[src/adc_seq_pkg.sv]
// Constants of the converter control sequencer: timing counts and the
// register map. Assumes one 10 MHz system clock and an APB register port.
// Summary of operation
// With convert request and calibrate select both high, calibration starts within two master clocks plus 200 ns.
// A calibration ends 3246 master clocks after its start, and result ready is then signalled.
// A rising convert request with calibrate select low starts a conversion within two master clocks plus 200 ns.
// A single conversion ends 1624 master clocks after its start.
// While convert request stays high, conversions follow back to back and each lasts 1622 master clocks.
// Pulsing calibrate select high while convert request is already high also starts a calibration.
// The host holds convert request high for at least 100 ns while calibrate select is high.
// An internal power-on reset of typically 10 ms runs at power-up and on leaving sleep.
// After reset the device waits 1800 master clocks, counted from oscillator start or, with external clock, from reset end.
// The host keeps the polarity select stable from 82 master clocks before result ready falls until that edge.
// The channel select inputs are latched on the rising edge of convert request.
// Result ready is driven low when a conversion or calibration finishes with a new word.
package adc_seq_pkg;
  // Clock and master clock rates
  localparam int CLK_HZ = 10_000_000;
  localparam int MCLK_HZ = 32768;
  localparam int MCLK_DIV = CLK_HZ / MCLK_HZ;
  // Power-on reset time and its cycle count
  localparam int POR_TIME_MS = 10;
  localparam int POR_CYCLES = POR_TIME_MS * (CLK_HZ / 1000);
  // Sequence lengths in master clocks
  localparam int WAKE_MCLKS = 1800;
  localparam int CAL_MCLKS = 3246;
  localparam int CONVERT_REQUEST_FIRST_MCLKS = 1624;
  localparam int CONVERT_REQUEST_CONT_MCLKS = 1622;
  localparam int SEQ_CNT_W = 12;
  // Register byte offsets
  localparam logic [7:0] REG_CTRL = 8'h00;
  localparam logic [7:0] REG_STATUS = 8'h04;
  localparam logic [7:0] REG_INT_STATUS = 8'h08;
  localparam logic [7:0] REG_INT_MASK = 8'h0C;
  // Control fields and reset values
  localparam int CTRL_SLEEP_BIT = 0;
  localparam int CTRL_EXTCLK_BIT = 1;
  localparam logic [1:0] CTRL_RESET = 2'h2;
  // Status fields
  localparam int ST_POR_BIT = 0;
  localparam int ST_WAKE_BIT = 1;
  localparam int ST_CAL_BIT = 2;
  localparam int ST_CONVERT_REQUEST_BIT = 3;
  localparam int ST_READY_BIT = 4;
  localparam int ST_POL_BIT = 5;
  localparam int ST_CHAN_LSB = 6;
  // Interrupt event bits
  localparam int IRQ_CAL_BIT = 0;
  localparam int IRQ_CONVERT_REQUEST_BIT = 1;
  localparam int IRQ_WAKE_BIT = 2;
  localparam int IRQ_W = 3;
  localparam logic [IRQ_W-1:0] IRQ_RESET = 3'h0;
endpackage

[src/mclk_tick_if.sv]
// Carries the master clock enable pulse between divider and sequencer.
// Assumes both ends run on the same system clock.
`timescale 1ns/1ps
interface mclk_tick_if;
  logic run;
  logic tick;
  modport src (input run, output tick);
  modport dst (output run, input tick);
endinterface

[src/mclk_divider.sv]
// Master clock divider: one-cycle enable pulse every DIV system clocks.
// Assumes the sequencer stops it in sleep and, in crystal mode, while the oscillator is not running.
`timescale 1ns/1ps
module mclk_divider #(
  parameter int DIV = 305
) (
  input wire logic clk_in,
  input wire logic rst_n_in,
  mclk_tick_if.src mclk
);
  localparam int CW = $clog2(DIV);
  localparam logic [CW-1:0] LAST = CW'(DIV - 1);

  if (DIV < 2) begin : g_chk
    $error("mclk_divider: DIV must be at least 2");
  end

  logic [CW-1:0] cnt_r;
  logic [CW-1:0] cnt_nxt;
  logic tick_r;
  logic tick_nxt;

  // Counter restarts while stopped so the first tick is a full period away
  always_comb begin
    cnt_nxt = '0;
    tick_nxt = 1'b0;
    if (mclk.run) begin
      if (cnt_r == LAST) begin
        tick_nxt = 1'b1;
      end else begin
        cnt_nxt = cnt_r + CW'(1);
      end
    end
  end

  always_ff @(posedge clk_in or negedge rst_n_in) begin
    if (!rst_n_in) begin
      cnt_r <= '0;
      tick_r <= 1'b0;
    end else begin
      cnt_r <= cnt_nxt;
      tick_r <= tick_nxt;
    end
  end

  assign mclk.tick = tick_r;
endmodule

[src/adc_sequencer.sv]
// Converter control sequencer: power-on reset, wake-up, calibration and
// conversion timing, driven by host pins, with an APB register port.
// Assumes pins are asynchronous to clk_in and the APB master is on clk_in.
`timescale 1ns/1ps
module adc_sequencer
  import adc_seq_pkg::*;
#(
  parameter int MCLK_DIVIDE = MCLK_DIV,
  parameter int POR_COUNT = POR_CYCLES
) (
  input wire logic clk_in,
  input wire logic rst_n_in,
  // Host pins
  input wire logic convert_request_in,
  input wire logic cal_select_in,
  input wire logic [1:0] channel_select_in,
  input wire logic polarity_select_in,
  input wire logic osc_running_in,
  output logic result_ready_n_out,
  output logic [1:0] channel_out,
  output logic polarity_out,
  output logic calibrating_out,
  output logic converting_out,
  // APB slave
  input wire logic psel_in,
  input wire logic penable_in,
  input wire logic pwrite_in,
  input wire logic [7:0] paddr_in,
  input wire logic [31:0] pwdata_in,
  output logic [31:0] prdata_out,
  output logic pready_out,
  output logic pslverr_out,
  output logic irq_out
);
  localparam int PW = $clog2(POR_COUNT + 1);
  localparam logic [PW-1:0] POR_LAST = PW'(POR_COUNT - 1);
  localparam int NPIN = 6;

  if (POR_COUNT < 1 || MCLK_DIVIDE < 2) begin : g_chk
    $error("adc_sequencer: POR_COUNT must be >= 1 and MCLK_DIVIDE >= 2");
  end

  typedef enum logic [2:0] {
    S_POR,
    S_WAKE,
    S_IDLE,
    S_CAL,
    S_CONVERT_REQUEST
  } seq_state_t;

  mclk_tick_if mclk ();

  mclk_divider #(
    .DIV(MCLK_DIVIDE)
  ) u_div (
    .clk_in(clk_in),
    .rst_n_in(rst_n_in),
    .mclk(mclk.src)
  );

  // Two-flop synchronisers, one per pin
  logic [NPIN-1:0] pin_raw;
  logic [NPIN-1:0] meta_r;
  logic [NPIN-1:0] sync_r;
  assign pin_raw = {osc_running_in, polarity_select_in, channel_select_in,
                    cal_select_in, convert_request_in};

  for (genvar i = 0; i < NPIN; i++) begin : g_sync
    always_ff @(posedge clk_in or negedge rst_n_in) begin
      if (!rst_n_in) begin
        meta_r[i] <= 1'b0;
        sync_r[i] <= 1'b0;
      end else begin
        meta_r[i] <= pin_raw[i];
        sync_r[i] <= meta_r[i];
      end
    end
  end

  logic convert_request_s;
  logic cal_s;
  logic [1:0] chan_s;
  logic pol_s;
  logic osc_s;
  assign convert_request_s = sync_r[0];
  assign cal_s = sync_r[1];
  assign chan_s = sync_r[3:2];
  assign pol_s = sync_r[4];
  assign osc_s = sync_r[5];

  // Sequencer state
  seq_state_t state_r;
  seq_state_t state_nxt;
  logic [PW-1:0] por_cnt_r;
  logic [PW-1:0] por_cnt_nxt;
  logic [SEQ_CNT_W-1:0] cnt_r;
  logic [SEQ_CNT_W-1:0] cnt_nxt;
  logic convert_request_q_r;
  logic cal_q_r;
  logic cal_req_r;
  logic cal_req_nxt;
  logic convert_request_req_r;
  logic convert_request_req_nxt;
  logic [1:0] chan_r;
  logic [1:0] chan_nxt;
  logic pol_r;
  logic pol_nxt;
  logic ready_n_r;
  logic ready_n_nxt;
  logic cal_done;
  logic convert_request_done;
  logic wake_done;

  // Registers seen by software
  logic [1:0] ctrl_r;
  logic [1:0] ctrl_nxt;
  logic [IRQ_W-1:0] int_stat_r;
  logic [IRQ_W-1:0] int_stat_nxt;
  logic [IRQ_W-1:0] int_mask_r;
  logic [IRQ_W-1:0] int_mask_nxt;
  logic [31:0] rdata_r;
  logic [31:0] rdata_nxt;
  logic sleep_q_r;

  logic sleep;
  logic ext_clk;
  logic convert_request_rise;
  logic cal_rise;
  logic cal_event;
  logic convert_request_event;
  logic tick;
  logic cnt_end;

  assign sleep = ctrl_r[CTRL_SLEEP_BIT];
  assign ext_clk = ctrl_r[CTRL_EXTCLK_BIT];
  assign tick = mclk.tick;
  assign convert_request_rise = convert_request_s & ~convert_request_q_r;
  assign cal_rise = cal_s & ~cal_q_r;
  // Either order of the two pins requests a calibration; the host's
  // minimum pulse is one system clock, so no edge escapes the sampler
  assign cal_event = (convert_request_rise & cal_s) | (cal_rise & convert_request_s);
  assign convert_request_event = convert_request_rise & ~cal_s;
  assign cnt_end = tick && (cnt_r == SEQ_CNT_W'(1));

  // Crystal mode ticks only once the oscillator runs; sleep stops them
  assign mclk.run = ~sleep & (ext_clk | osc_s);

  // Next state of the sequencer
  always_comb begin
    state_nxt = state_r;
    por_cnt_nxt = por_cnt_r;
    cnt_nxt = cnt_r;
    chan_nxt = chan_r;
    pol_nxt = pol_r;
    ready_n_nxt = ready_n_r;
    cal_done = 1'b0;
    convert_request_done = 1'b0;
    wake_done = 1'b0;
    // A new request outweighs the clear of the one being accepted
    cal_req_nxt = cal_req_r;
    convert_request_req_nxt = convert_request_req_r;
    if (convert_request_rise) begin
      chan_nxt = chan_s;
    end
    if (tick && state_r != S_POR && state_r != S_WAKE) begin
      cnt_nxt = cnt_r - SEQ_CNT_W'(1);
    end
    unique case (state_r)
      S_POR: begin
        ready_n_nxt = 1'b1;
        cal_req_nxt = 1'b0;
        convert_request_req_nxt = 1'b0;
        if (!sleep) begin
          if (por_cnt_r == POR_LAST) begin
            state_nxt = S_WAKE;
            cnt_nxt = SEQ_CNT_W'(WAKE_MCLKS);
          end else begin
            por_cnt_nxt = por_cnt_r + PW'(1);
          end
        end
      end
      S_WAKE: begin
        // Counts only master clocks, so crystal mode waits for the oscillator
        if (tick) begin
          cnt_nxt = cnt_r - SEQ_CNT_W'(1);
          if (cnt_r == SEQ_CNT_W'(1)) begin
            state_nxt = S_IDLE;
            wake_done = 1'b1;
          end
        end
      end
      S_IDLE: begin
        // Start on the next master clock: at most two system clocks of
        // synchroniser, one of request register plus one master clock after the pin edge
        if (tick && cal_req_r) begin
          state_nxt = S_CAL;
          cnt_nxt = SEQ_CNT_W'(CAL_MCLKS);
          cal_req_nxt = 1'b0;
          convert_request_req_nxt = 1'b0;
          ready_n_nxt = 1'b1;
        end else if (tick && convert_request_req_r) begin
          state_nxt = S_CONVERT_REQUEST;
          cnt_nxt = SEQ_CNT_W'(CONVERT_REQUEST_FIRST_MCLKS);
          convert_request_req_nxt = 1'b0;
          ready_n_nxt = 1'b1;
        end
      end
      S_CAL: begin
        if (cnt_end) begin
          state_nxt = S_IDLE;
          cal_done = 1'b1;
          ready_n_nxt = 1'b0;
        end
      end
      S_CONVERT_REQUEST: begin
        // A back-to-back run raises ready one master clock before each new
        // word, so the host still sees one falling edge per result
        if (tick && cnt_r == SEQ_CNT_W'(2)) begin
          ready_n_nxt = 1'b1;
        end
        if (cnt_end) begin
          convert_request_done = 1'b1;
          ready_n_nxt = 1'b0;
          // Polarity is applied to the finished word as ready falls
          pol_nxt = pol_s;
          if (convert_request_s && !cal_s && !cal_req_r) begin
            cnt_nxt = SEQ_CNT_W'(CONVERT_REQUEST_CONT_MCLKS);
          end else begin
            state_nxt = S_IDLE;
          end
        end
      end
    endcase
    if (cal_event) begin
      cal_req_nxt = 1'b1;
    end
    if (convert_request_event) begin
      convert_request_req_nxt = 1'b1;
    end
    // Entering sleep or leaving it both restart the power-on reset
    if (sleep || sleep_q_r) begin
      state_nxt = S_POR;
      por_cnt_nxt = '0;
      cal_req_nxt = 1'b0;
      convert_request_req_nxt = 1'b0;
      ready_n_nxt = 1'b1;
    end
  end

  always_ff @(posedge clk_in or negedge rst_n_in) begin
    if (!rst_n_in) begin
      state_r <= S_POR;
      por_cnt_r <= '0;
      cnt_r <= '0;
      convert_request_q_r <= 1'b0;
      cal_q_r <= 1'b0;
      cal_req_r <= 1'b0;
      convert_request_req_r <= 1'b0;
      chan_r <= 2'h0;
      pol_r <= 1'b0;
      ready_n_r <= 1'b1;
      sleep_q_r <= 1'b0;
    end else begin
      state_r <= state_nxt;
      por_cnt_r <= por_cnt_nxt;
      cnt_r <= cnt_nxt;
      convert_request_q_r <= convert_request_s;
      cal_q_r <= cal_s;
      cal_req_r <= cal_req_nxt;
      convert_request_req_r <= convert_request_req_nxt;
      chan_r <= chan_nxt;
      pol_r <= pol_nxt;
      ready_n_r <= ready_n_nxt;
      sleep_q_r <= sleep;
    end
  end

  // APB decode: zero wait states, read data prepared in the setup cycle
  logic apb_wr;
  logic apb_rd_setup;
  logic addr_ok;
  assign apb_wr = psel_in & penable_in & pwrite_in;
  assign apb_rd_setup = psel_in & ~penable_in & ~pwrite_in;
  assign addr_ok = (paddr_in == REG_CTRL) || (paddr_in == REG_STATUS) ||
                   (paddr_in == REG_INT_STATUS) || (paddr_in == REG_INT_MASK);

  // Next values of the software registers
  always_comb begin
    ctrl_nxt = ctrl_r;
    int_mask_nxt = int_mask_r;
    int_stat_nxt = int_stat_r;
    rdata_nxt = rdata_r;
    if (apb_wr && paddr_in == REG_CTRL) begin
      ctrl_nxt = pwdata_in[1:0];
    end
    if (apb_wr && paddr_in == REG_INT_MASK) begin
      int_mask_nxt = pwdata_in[IRQ_W-1:0];
    end
    if (apb_wr && paddr_in == REG_INT_STATUS) begin
      int_stat_nxt = int_stat_r & ~pwdata_in[IRQ_W-1:0];
    end
    // Events are applied after the clear so a same-cycle event survives
    int_stat_nxt[IRQ_CAL_BIT] = int_stat_nxt[IRQ_CAL_BIT] | cal_done;
    int_stat_nxt[IRQ_CONVERT_REQUEST_BIT] = int_stat_nxt[IRQ_CONVERT_REQUEST_BIT] | convert_request_done;
    int_stat_nxt[IRQ_WAKE_BIT] = int_stat_nxt[IRQ_WAKE_BIT] | wake_done;
    if (apb_rd_setup) begin
      rdata_nxt = 32'h0000_0000;
      unique case (paddr_in)
        REG_CTRL: rdata_nxt[1:0] = ctrl_r;
        REG_STATUS: begin
          rdata_nxt[ST_POR_BIT] = (state_r == S_POR);
          rdata_nxt[ST_WAKE_BIT] = (state_r == S_WAKE);
          rdata_nxt[ST_CAL_BIT] = (state_r == S_CAL);
          rdata_nxt[ST_CONVERT_REQUEST_BIT] = (state_r == S_CONVERT_REQUEST);
          rdata_nxt[ST_READY_BIT] = ~ready_n_r;
          rdata_nxt[ST_POL_BIT] = pol_r;
          rdata_nxt[ST_CHAN_LSB +: 2] = chan_r;
        end
        REG_INT_STATUS: rdata_nxt[IRQ_W-1:0] = int_stat_r;
        REG_INT_MASK: rdata_nxt[IRQ_W-1:0] = int_mask_r;
        default: rdata_nxt = 32'h0000_0000;
      endcase
    end
  end

  always_ff @(posedge clk_in or negedge rst_n_in) begin
    if (!rst_n_in) begin
      ctrl_r <= CTRL_RESET;
      int_stat_r <= IRQ_RESET;
      int_mask_r <= IRQ_RESET;
      rdata_r <= 32'h0000_0000;
    end else begin
      ctrl_r <= ctrl_nxt;
      int_stat_r <= int_stat_nxt;
      int_mask_r <= int_mask_nxt;
      rdata_r <= rdata_nxt;
    end
  end

  // Outputs
  assign pready_out = 1'b1;
  assign pslverr_out = psel_in & penable_in & ~addr_ok;
  assign prdata_out = rdata_r;
  assign irq_out = |(int_stat_r & int_mask_r);
  assign result_ready_n_out = ready_n_r;
  assign channel_out = chan_r;
  assign polarity_out = pol_r;
  assign calibrating_out = (state_r == S_CAL);
  assign converting_out = (state_r == S_CONVERT_REQUEST);
endmodule

[config.mk]
export PLATFORM = sky130hd
export DESIGN_NAME = adc_sequencer
export DESIGN_NICKNAME = d
export VERILOG_FILES = /design/src/adc_seq_pkg.sv /design/src/mclk_tick_if.sv /design/src/mclk_divider.sv /design/src/adc_sequencer.sv
export SDC_FILE = /design/constraint.sdc
export NUM_CORES = 1
export LEC_CHECK = 0
export BUFFER_PORTS_ARGS = -buffer_cell sky130_fd_sc_hd__clkbuf_2
export CAP_MARGIN = 10
export CORE_ASPECT_RATIO = 0.8
export CORE_UTILIZATION = 55
export DETAILED_ROUTE_END_ITERATION = 8
export GPL_TIMING_DRIVEN = 0
export PLACE_DENSITY = 0.84
export SETUP_SLACK_MARGIN = 0.15
export SLEW_MARGIN = 0
export SYNTH_ARGS = -nofsm -noshare
export SYNTH_HDL_FRONTEND = slang
export SYNTH_SLANG_ARGS = --single-unit
[constraint.sdc]
create_clock -name clk_in -period 5.7 [get_ports clk_in]
set_input_delay 0.285 -clock clk_in [delete_from_list [all_inputs] [get_ports clk_in]]
set_output_delay 0.285 -clock clk_in [all_outputs]
set_load 0.05 [all_outputs]
; ---- After elaboration in Yosys (flattened, before gate mapping)
; Index checks and enable logic that the tools add are counted.
; Widths: inputs -> output; s select.
[word_totals]
word_cells = 169
output_inout_bits = 41
input_bits = 51
register_bits = 79
[classes]
n_eq_ne = 25
muxes = 54
n_reduce_logical = 31
addsub = 3
n_bitwise = 27
[ops]
columns = op, n
row1 = $mux 12, 8
row2 = $mux 17, 4
row3 = $pmux 12 s4, 1
row4 = $mux 3, 11
row5 = $mux 1, 21
row6 = $mux 9, 2
row7 = $add 17x1->17 const B, 1
row8 = $eq 17x17->1 const B, 1
row9 = $eq 8x4->1 const B, 2
row10 = $pmux 3 s5, 1
row11 = $eq 12x1->1 const B, 1
row12 = $eq 12x2->1 const B, 1
row13 = $sub 12x1->12 const B, 1
row14 = $and 1x1->1, 11
row15 = $logic_and 1x1->1, 11
row16 = $add 9x1->9 const B, 1
row17 = $eq 9x9->1 const B, 1
row18 = $ne 3x1->1 const B, 3
row19 = $ne 3x3->1 const B, 3
row20 = $eq 8x3->1 const B, 1
row21 = $logic_not 8->1, 1
row22 = $ne 4x4->1 const B, 2
row23 = $not 1->1, 8
row24 = $pmux 2 s4, 1
row25 = other kinds (26), 42

; ---- Logic depth before layout (Yosys ltp)
; Gate-level depths: netlist of run 1.
[depth]
ltp_word = 7
mapped_depth = 8
ltp_nobuf = 7

; ---- By module
; Synthesis of run 1 repeated with hierarchy kept, for this count alone.
[unflattened]
hier_cells = 450
hier_area_um2 = 4326.6
[by_module_without_submodules]
columns = module, instances, area_each_um2, cells_each, seq_area_each_um2
row1 = adc_sequencer, 1, 3853.7, 404, 1729.2
row2 = mclk_divider, 1, 473.0, 46, 250.2

; ---- Worst setup path before layout of run 1
; OpenSTA, ideal clock, no wires.
[synth_timing]
path_kind = register -> register
start = register state_r[2]
end = register cnt_r[5]
arrival_time_ps = 1901
path_buffers = 2
synth_period_minus_slack_ps = 2040
path_stages_with_launch = 8
slack_ps = 3660
setup_ps = 139
required_ps = 5561
path_cell_list = dfrtp_1 > buf_2 > buf_1 > nand2_1 > inv_1 > a31oi_1 > a2111oi_2 > o32ai_1
[synth_via]
elab_cells_between_ends = 17
cone_classes = eq/ne (4) / mux (9) / reduce/logical (4)
[synth_lines]
columns = item, line
row1 = start: declaration, adc_sequencer.sv:92  ; seq_state_t state_r;
row2 = start signal: assignment, adc_sequencer.sv:264  ; state_r <= state_nxt;
row3 = $eq 3x3->1, --
row4 = via converting_out, adc_sequencer.sv:23  ; output logic converting_out,
row5 = $pmux 12 s4, adc_sequencer.sv:168  ; unique case (state_r)
row6 = via cnt_nxt[5], adc_sequencer.sv:97  ; logic [SEQ_CNT_W-1:0] cnt_nxt;
row7 = end signal: assignment, adc_sequencer.sv:266  ; cnt_r <= cnt_nxt;
row8 = end: declaration, adc_sequencer.sv:96  ; logic [SEQ_CNT_W-1:0] cnt_r;
; The timed path passes the listed nets, and every way through them passes these cells.
; A chain may end at the register's enable or synchronous reset.

; ---- Final worst setup path of run 1
[layout_timing]
start = register cnt_r[2]
end = register pol_r (netlist: polarity_out)
[layout_via]
elab_chain_len = 3
[layout_rtl]
columns = item, line
row1 = $eq 12x1->1, adc_sequencer.sv:143  ; assign cnt_end = tick && (cnt_r == SEQ_CNT_W'(1));
row2 = $logic_and 1x1->1, adc_sequencer.sv:143
row3 = $reduce_and 2->1 (no line), --
row4 = end signal: assignment, adc_sequencer.sv:272  ; pol_r <= pol_nxt;
row5 = end: declaration, adc_sequencer.sv:106  ; logic pol_r;
; No other way between the ends.

==> results.py, run 1 <==
metrics = {
    "outcome": {
        "outcome": "finished clean",
    },
    "worst_setup_path": {
        "worstSetupEndpointType": "flop",
        "criticalPathCategory": "flop to flop",
        "cp-startpoint": "cnt_r[2]$_DFF_PN0_",
        "critPathRequiredTime_ns": 5.95,
        "cp_max_fo": 10,
        "startpoint_type": "flop",
        "rr_startpoint": "cnt_r[2]$_DFF_PN0_",
        "worstPathArrival_ns": 2.73,
    },
    "final_layout": {
        "fillers": 651,
        "multi_input_area_mm2": 0.00240,
        "diodes": 0,
        "layout_commonest_cell": "dfrtp_1",
        "fin_area_mm2": 0.00533,
        "layoutNonFillerInstCount": 670,
        "drive_gt1_share_pct": 21.4,
        "regArea_mm2": 0.00198,
        "layout_common_cells": "dfrtp_1 (77), nor2_1 (38), clkbuf_2 (35)",
        "nets": 614,
        "syn2layout_area_growth_pct": 15.0,
    },
    "route": {
        "antenna_left": 0,
        "firstDrtPassIters": 5,
        "post_drt_via_cell_ratio": 5.96,
        "first_iter_violations": 354,
        "drc_errors": 0,
        "drt_wl_total_um": 11300,
        "wire_per_inst_um": 16.9,
        "vias": 3996,
    },
    "power": {
        "power_density_mw_per_mm2": 245,
        "ir_drop_mv": 0.315,
        "total_leakage_power_nw": 2.43,
    },
    "grt": {
        "grt_pass1_vias": 3867,
        "antenna_found_initial": 0,
        "gr-total-overflow": 0,
        "grt_use_total_pct": 27.1,
        "grt_pass1_wl_um": 18900,
        "grt_max_degree": 51,
    },
    "cts": {
        "insertion_delay_ns": 0.37,
        "htreeDepth": 3,
        "cts_buffers": 9,
        "root_buffer": "clkbuf_8",
        "cts.sinks": 79,
        "postCtsSetupBuffers": 0,
        "tritoncts": "built",
        "clkTransAtPathRegs_ns": 0.10,
        "cts_buffer_depth": 2,
    },
    "synth": {
        "synth_top_area_cell": "dfrtp_1",
        "syn_avg_cell_area_um2": 9.60,
        "ys_seq_elements": 79,
        "netlist_top_cells_area": "dfrtp_1 (42%), buf_4 (4.0%), nor2_1 (3.1%), a21oi_1 (2.7%), xor2_1 (2.6%)",
        "synthDistinctLibCells": 74,
        "synthCells": 483,
        "yosysSeqAreaShare_pct": 42.7,
        "synth_edf_count": 0,
        "synth_top_area_share_pct": 41.6,
        "yosys_warnings": 0,
        "async_reset_ff_share_pct": 100,
        "netlist_area_mm2": 0.00464,
        "synth_top_flop_cell": "dfrtp_1",
    },
    "hold_path": {
        "holdCritPathClass": "input port to flop",
        "min_from": "osc_running_in",
    },
    "place": {
        "gp_congestion": 0.931,
        "place_inst": 651,
        "dpl_cell_area_mm2": 0.00507,
        "port_buffers": 36,
        "hpwl_um": 8350,
        "place_ws_ns": 3.33,
    },
    "sta": {
        "grt_setup_unrepaired": "false",
        "finClkSkew_ns": 0.0164,
        "relSlewSlack_pct": 23.1,
        "hold_violations": 0,
        "post-route-period-util_pct": 43.5,
        "finalSetupViolations": 0,
        "fmax_mhz": 404,
        "setup_ws_ns": 3.22,
        "period_minus_slack_ns": 2.48,
        "setup-tns-final_ns": 0,
        "worstMarginPinSlew_ns": 1.15,
        "drv_slew": 0,
    },
    "die": {
        "fp.dieW_um": 105,
        "dieHeight_um": 84.1,
        "std_cell_rows": 29,
        "coreArea_mm2": 0.00806,
        "initial_core_util_pct": 57.5,
        "fp.dieArea_mm2": 0.00880,
        "ios": 92,
    },
    "job": {
        "max_cap_violations": 0,
    },
}
==> timing repair <==
action                                 in CTS  in global routing
gates resized for setup                     0                  0
endpoints found under the hold margin      31                  0
hold buffers                                3                  0
==> cell usage after synthesis, drive strengths merged, types with 4 or more instances <==
cell type  instances
a211oi             5
a21o               7
a21oi             25
a22o               6
and2               4
and3               8
buf               33
clkbuf            15
dfrtp             77
ha                 6
inv               16
mux2               9
mux2i              4
nand2             32
nand2b             4
nand3             14
nand4              5
nor2              39
nor3               9
nor3b              6
nor4              14
o211ai             7
o21a               5
o21ai             18
o22ai              4
o31ai              7
or2                7
or3                6
or4               13
xnor2             10
xor2              14
==> where the power goes <==
| part | leakage (nW) | internal [mW] | total (mW) | switching, mW |
|---|---|---|---|---|
| clock network | 0.119 | 0.257 | 0.491 | 0.233 |
| logic | 1.27 | 0.0649 | 0.187 | 0.122 |
| registers | 1.04 | 0.594 | 0.626 | 0.0323 |
==> logic make-up after synthesis <==
family	synth area share (%)
and+or+nand+nor	23.2
adders and majority gates	1.84
DFF	42.7
buffers and inverters	7.37
AOI/OAI and AO/OA	16.2
other	0.162
xor gates and xnor gates	4.53
muxes	4.02
==> layer usage <==
layer	up-vias	GRT usage [%]	wire, um
li1	1872	-	-
met1	1923	36.4	4880
met2	172	42.3	5340
met3	29	7.26	904
met4	0	9.86	197
met5	-	0	0
==> per-stage QoR <==
step,utilization [%],power (mW),hold slack [ns]
2_1_floorplan,-,0.766,-0.0106
3_3_place_gp,62.5,0.807,0.332
3_5_place_dp,62.9,0.820,0.291
4_1_cts,66.2,1.31,0.00888
5_1_grt,66.2,1.36,0.00223
6_report,66.2,1.30,0.0255
==> flip-flops by register name (all words and copies together) (netlist names), 2 cells and up <==
signal	count
chan_s	2
channel_out	2
cnt_r	12
ctrl_r	2
int_mask_r	3
int_stat_r	3
meta_r	6
por_cnt_r	17
prdata_out	8
state_r	3
u_div.cnt_r	9
==> worst paths after layout <==
| kind | endpoint | slack (ns) | cells after the start |
|---|---|---|---|
| max | polarity_out$_DFFE_PN0P_ | 3.22 | 5 |
| min | meta_r[5]$_DFF_PN0_ | 0.03 | 1 |
| max reg2reg | polarity_out$_DFFE_PN0P_ | 3.22 | 5 |
| min reg2reg | cal_s$_DFF_PN0_ | 0.36 | 0 |
| max in group asynchronous | ctrl_r[1]$_DFFE_PN1P_ | 4.61 | 3 |
| min in group asynchronous | cnt_r[11]$_DFF_PN0_ | 0.43 | 2 |
==> worst max-delay path, cell delays in order (launching register included) <==
cell and delay (ns):
dfrtp_1 0.39, buf_2 0.19, nor4_2 0.56, nand4_2 0.39
nor2_1 0.44, mux2_2 0.39
==> area by class of cell <==
cell class                 count  area share (%)
tap                          108            2.54
sequential                    79            37.1
timing repair buffer          40            4.51
buffer                        48            5.28
inverter                      16            1.13
multi-input combinational    363            45.0
clock inverter                 7            2.04
clock buffer                   9            2.32
Note: power is estimated with default switching activity, not from simulation.
==> inputs of run 2 (changes only) <==
==> constraint.sdc (replaced) <==
create_clock -name clk_in -period 2.3 [get_ports clk_in]
set_input_delay 0.115 -clock clk_in [delete_from_list [all_inputs] [get_ports clk_in]]
set_output_delay 0.115 -clock clk_in [all_outputs]
set_load 0.05 [all_outputs]
==> run 2 against run 1 <==
Global-route usage rose by 0.91 points. Total power rose to 2.5 times the previous value. Final area rose by 6.5%. Cell count rose by 3.3%. Non-clock buffer count rose by 22. Critical path depth did not move. Sequential power rose by 150%. Sequential cell count did not move. Critical endpoint is now cnt_r[3]$_DFF_PN0_.
==> results.py, run 2 (same netlist as run 1, synthesis figures left out) <==
metrics = {
    "hold_path": {
        "holdCritPathClass": "input port to flop",
        "min_from": "pwdata_in[0]",
    },
    "route": {
        "vias": 4194,
        "drt_wl_total_um": 12200,
        "first_iter_violations": 414,
        "firstDrtPassIters": 6,
        "drc_errors": 0,
        "post_drt_via_cell_ratio": 6.06,
        "wire_per_inst_um": 17.7,
        "antenna_left": 0,
    },
    "worst_setup_path": {
        "worstSetupEndpointType": "flop",
        "rr_startpoint": "cnt_r[5]$_DFF_PN0_",
        "critical_path.slowest_cell": "or4_4",
        "critPathRequiredTime_ns": 2.54,
        "startpoint_type": "flop",
        "worstPathArrival_ns": 2.39,
        "crit_chain": "or4_4 > nor4_1 > nand4_1 > a211oi_1 > o22ai_1",
        "path_buf_inv": 0,
        "cp_top_family": "simple AND/OR/NAND/NOR gates",
        "critical_path.max_stage_delay_ns": 0.53,
        "cp_max_fo": 8,
        "cp-startpoint": "cnt_r[5]$_DFF_PN0_",
        "criticalPathCategory": "flop to flop",
    },
    "cts": {
        "root_buffer": "clkbuf_8",
        "cts_buffer_depth": 2,
        "insertion_delay_ns": 0.37,
        "tritoncts": "built",
        "cts.sinks": 79,
        "htreeDepth": 3,
        "cts_buffers": 9,
        "clkTransAtPathRegs_ns": 0.10,
    },
    "place": {
        "gp_congestion": 0.931,
        "dpl_cell_area_mm2": 0.00507,
        "place_inst": 651,
        "place_ws_ns": -0.0665,
        "port_buffers": 36,
        "hpwl_um": 8350,
    },
    "sta": {
        "hold_violations": 0,
        "setup-tns-final_ns": 0,
        "period_minus_slack_ns": 2.15,
        "relSlewSlack_pct": 47.2,
        "post-route-period-util_pct": 93.5,
        "drv_slew": 0,
        "setup_ws_ns": 0.149,
        "finClkSkew_ns": 0.0147,
        "worstMarginPinSlew_ns": 0.784,
        "fmax_mhz": 465,
        "finalSetupViolations": 0,
        "hold_ws_ns": 0.0188,
        "grt_setup_unrepaired": "true",
    },
    "die": {
        "fp.dieArea_mm2": 0.00880,
        "dieHeight_um": 84.1,
        "std_cell_rows": 29,
        "fp.dieW_um": 105,
        "ios": 92,
        "initial_core_util_pct": 57.5,
        "coreArea_mm2": 0.00806,
    },
    "grt": {
        "grt_use_total_pct": 28.0,
        "grt_pass1_wl_um": 19500,
        "gr-total-overflow": 0,
        "grt_pass1_vias": 3998,
        "grt_max_degree": 51,
        "antenna_found_initial": 0,
    },
    "final_layout": {
        "diodes": 0,
        "drive_gt1_share_pct": 28.6,
        "layout_common_cells": "dfrtp_1 (72), buf_4 (44), clkbuf_2 (40)",
        "final_core_util_pct": 70.5,
        "syn2layout_area_growth_pct": 22.5,
        "layoutNonFillerInstCount": 692,
        "largest-register": "por_cnt_r",
        "multi_input_area_mm2": 0.00255,
        "largest_register_ffs": 17,
        "fin_area_mm2": 0.00568,
        "reg.largest.list": "por_cnt_r (17), cnt_r (12), u_div.cnt_r (9)",
        "layout_commonest_cell": "dfrtp_1",
        "regArea_mm2": 0.00199,
        "nets": 636,
        "fillers": 600,
    },
    "power": {
        "power_density_mw_per_mm2": 576,
        "p_total_mw": 3.27,
        "ir_drop_mv": 0.788,
        "total_leakage_power_nw": 2.59,
    },
    "outcome": {
        "outcome": "finished clean",
    },
    "job": {
        "max_cap_violations": 0,
    },
}
## run 2: cell types whose count changed in the layout (fill, tap and decap cells not counted), sizes merged
cell,change
buf,+18
dlygate4sd3,+5
clkbuf,-1
## run 2: layout make-up
cell class | count | share of cell area [%]
Timing Repair Buffer | 62 | 7.36
Multi-Input combinational cell | 363 | 44.9
Sequential cell | 79 | 35.0
Buffer | 48 | 5.20
Clock buffer | 9 | 2.18
Tap cell | 108 | 2.38
Inverter | 16 | 1.06
Clock inverter | 7 | 1.92
## run 2: where the power goes
part	internal [mW]	switching, mW	leakage [nW]
logic	0.177	0.313	1.44
clock network	0.638	0.590	0.119
registers	1.47	0.0787	1.03
## run 2: final timing paths
kind / endpoint / slack, ns / cells after the start
setup / recovery: cnt_r[3]$_DFF_PN0_ / 0.15 / 5
hold / removal: int_mask_r[0]$_DFFE_PN0P_ / 0.02 / 2
setup reg to reg: cnt_r[3]$_DFF_PN0_ / 0.15 / 5
hold reg to reg: pol_s$_DFF_PN0_ / 0.36 / 0
max in group asynchronous: ctrl_r[1]$_DFFE_PN1P_ / 1.39 / 3
min in group asynchronous: cnt_r[11]$_DFF_PN0_ / 0.25 / 2
## run 2: what timing repair did
action / CTS / global route
endpoints found under the hold margin: 36 / 0
pin swaps: 2 / 9
hold buffers: 8 / 0
resized for setup: 16 / 36
setup buffers: 4 / 13
gates cloned: 0 / 0
endpoints found under the setup margin: 18 / 20
## run 2: metal layers
metal,vias to the layer above,global-route usage (%),part of all wire [%]
li1,1913,-,-
met1,2058,37.5,41
met2,196,44.8,49
met3,27,6.87,8.5
met4,0,9.48,1.6
met5,-,0,0
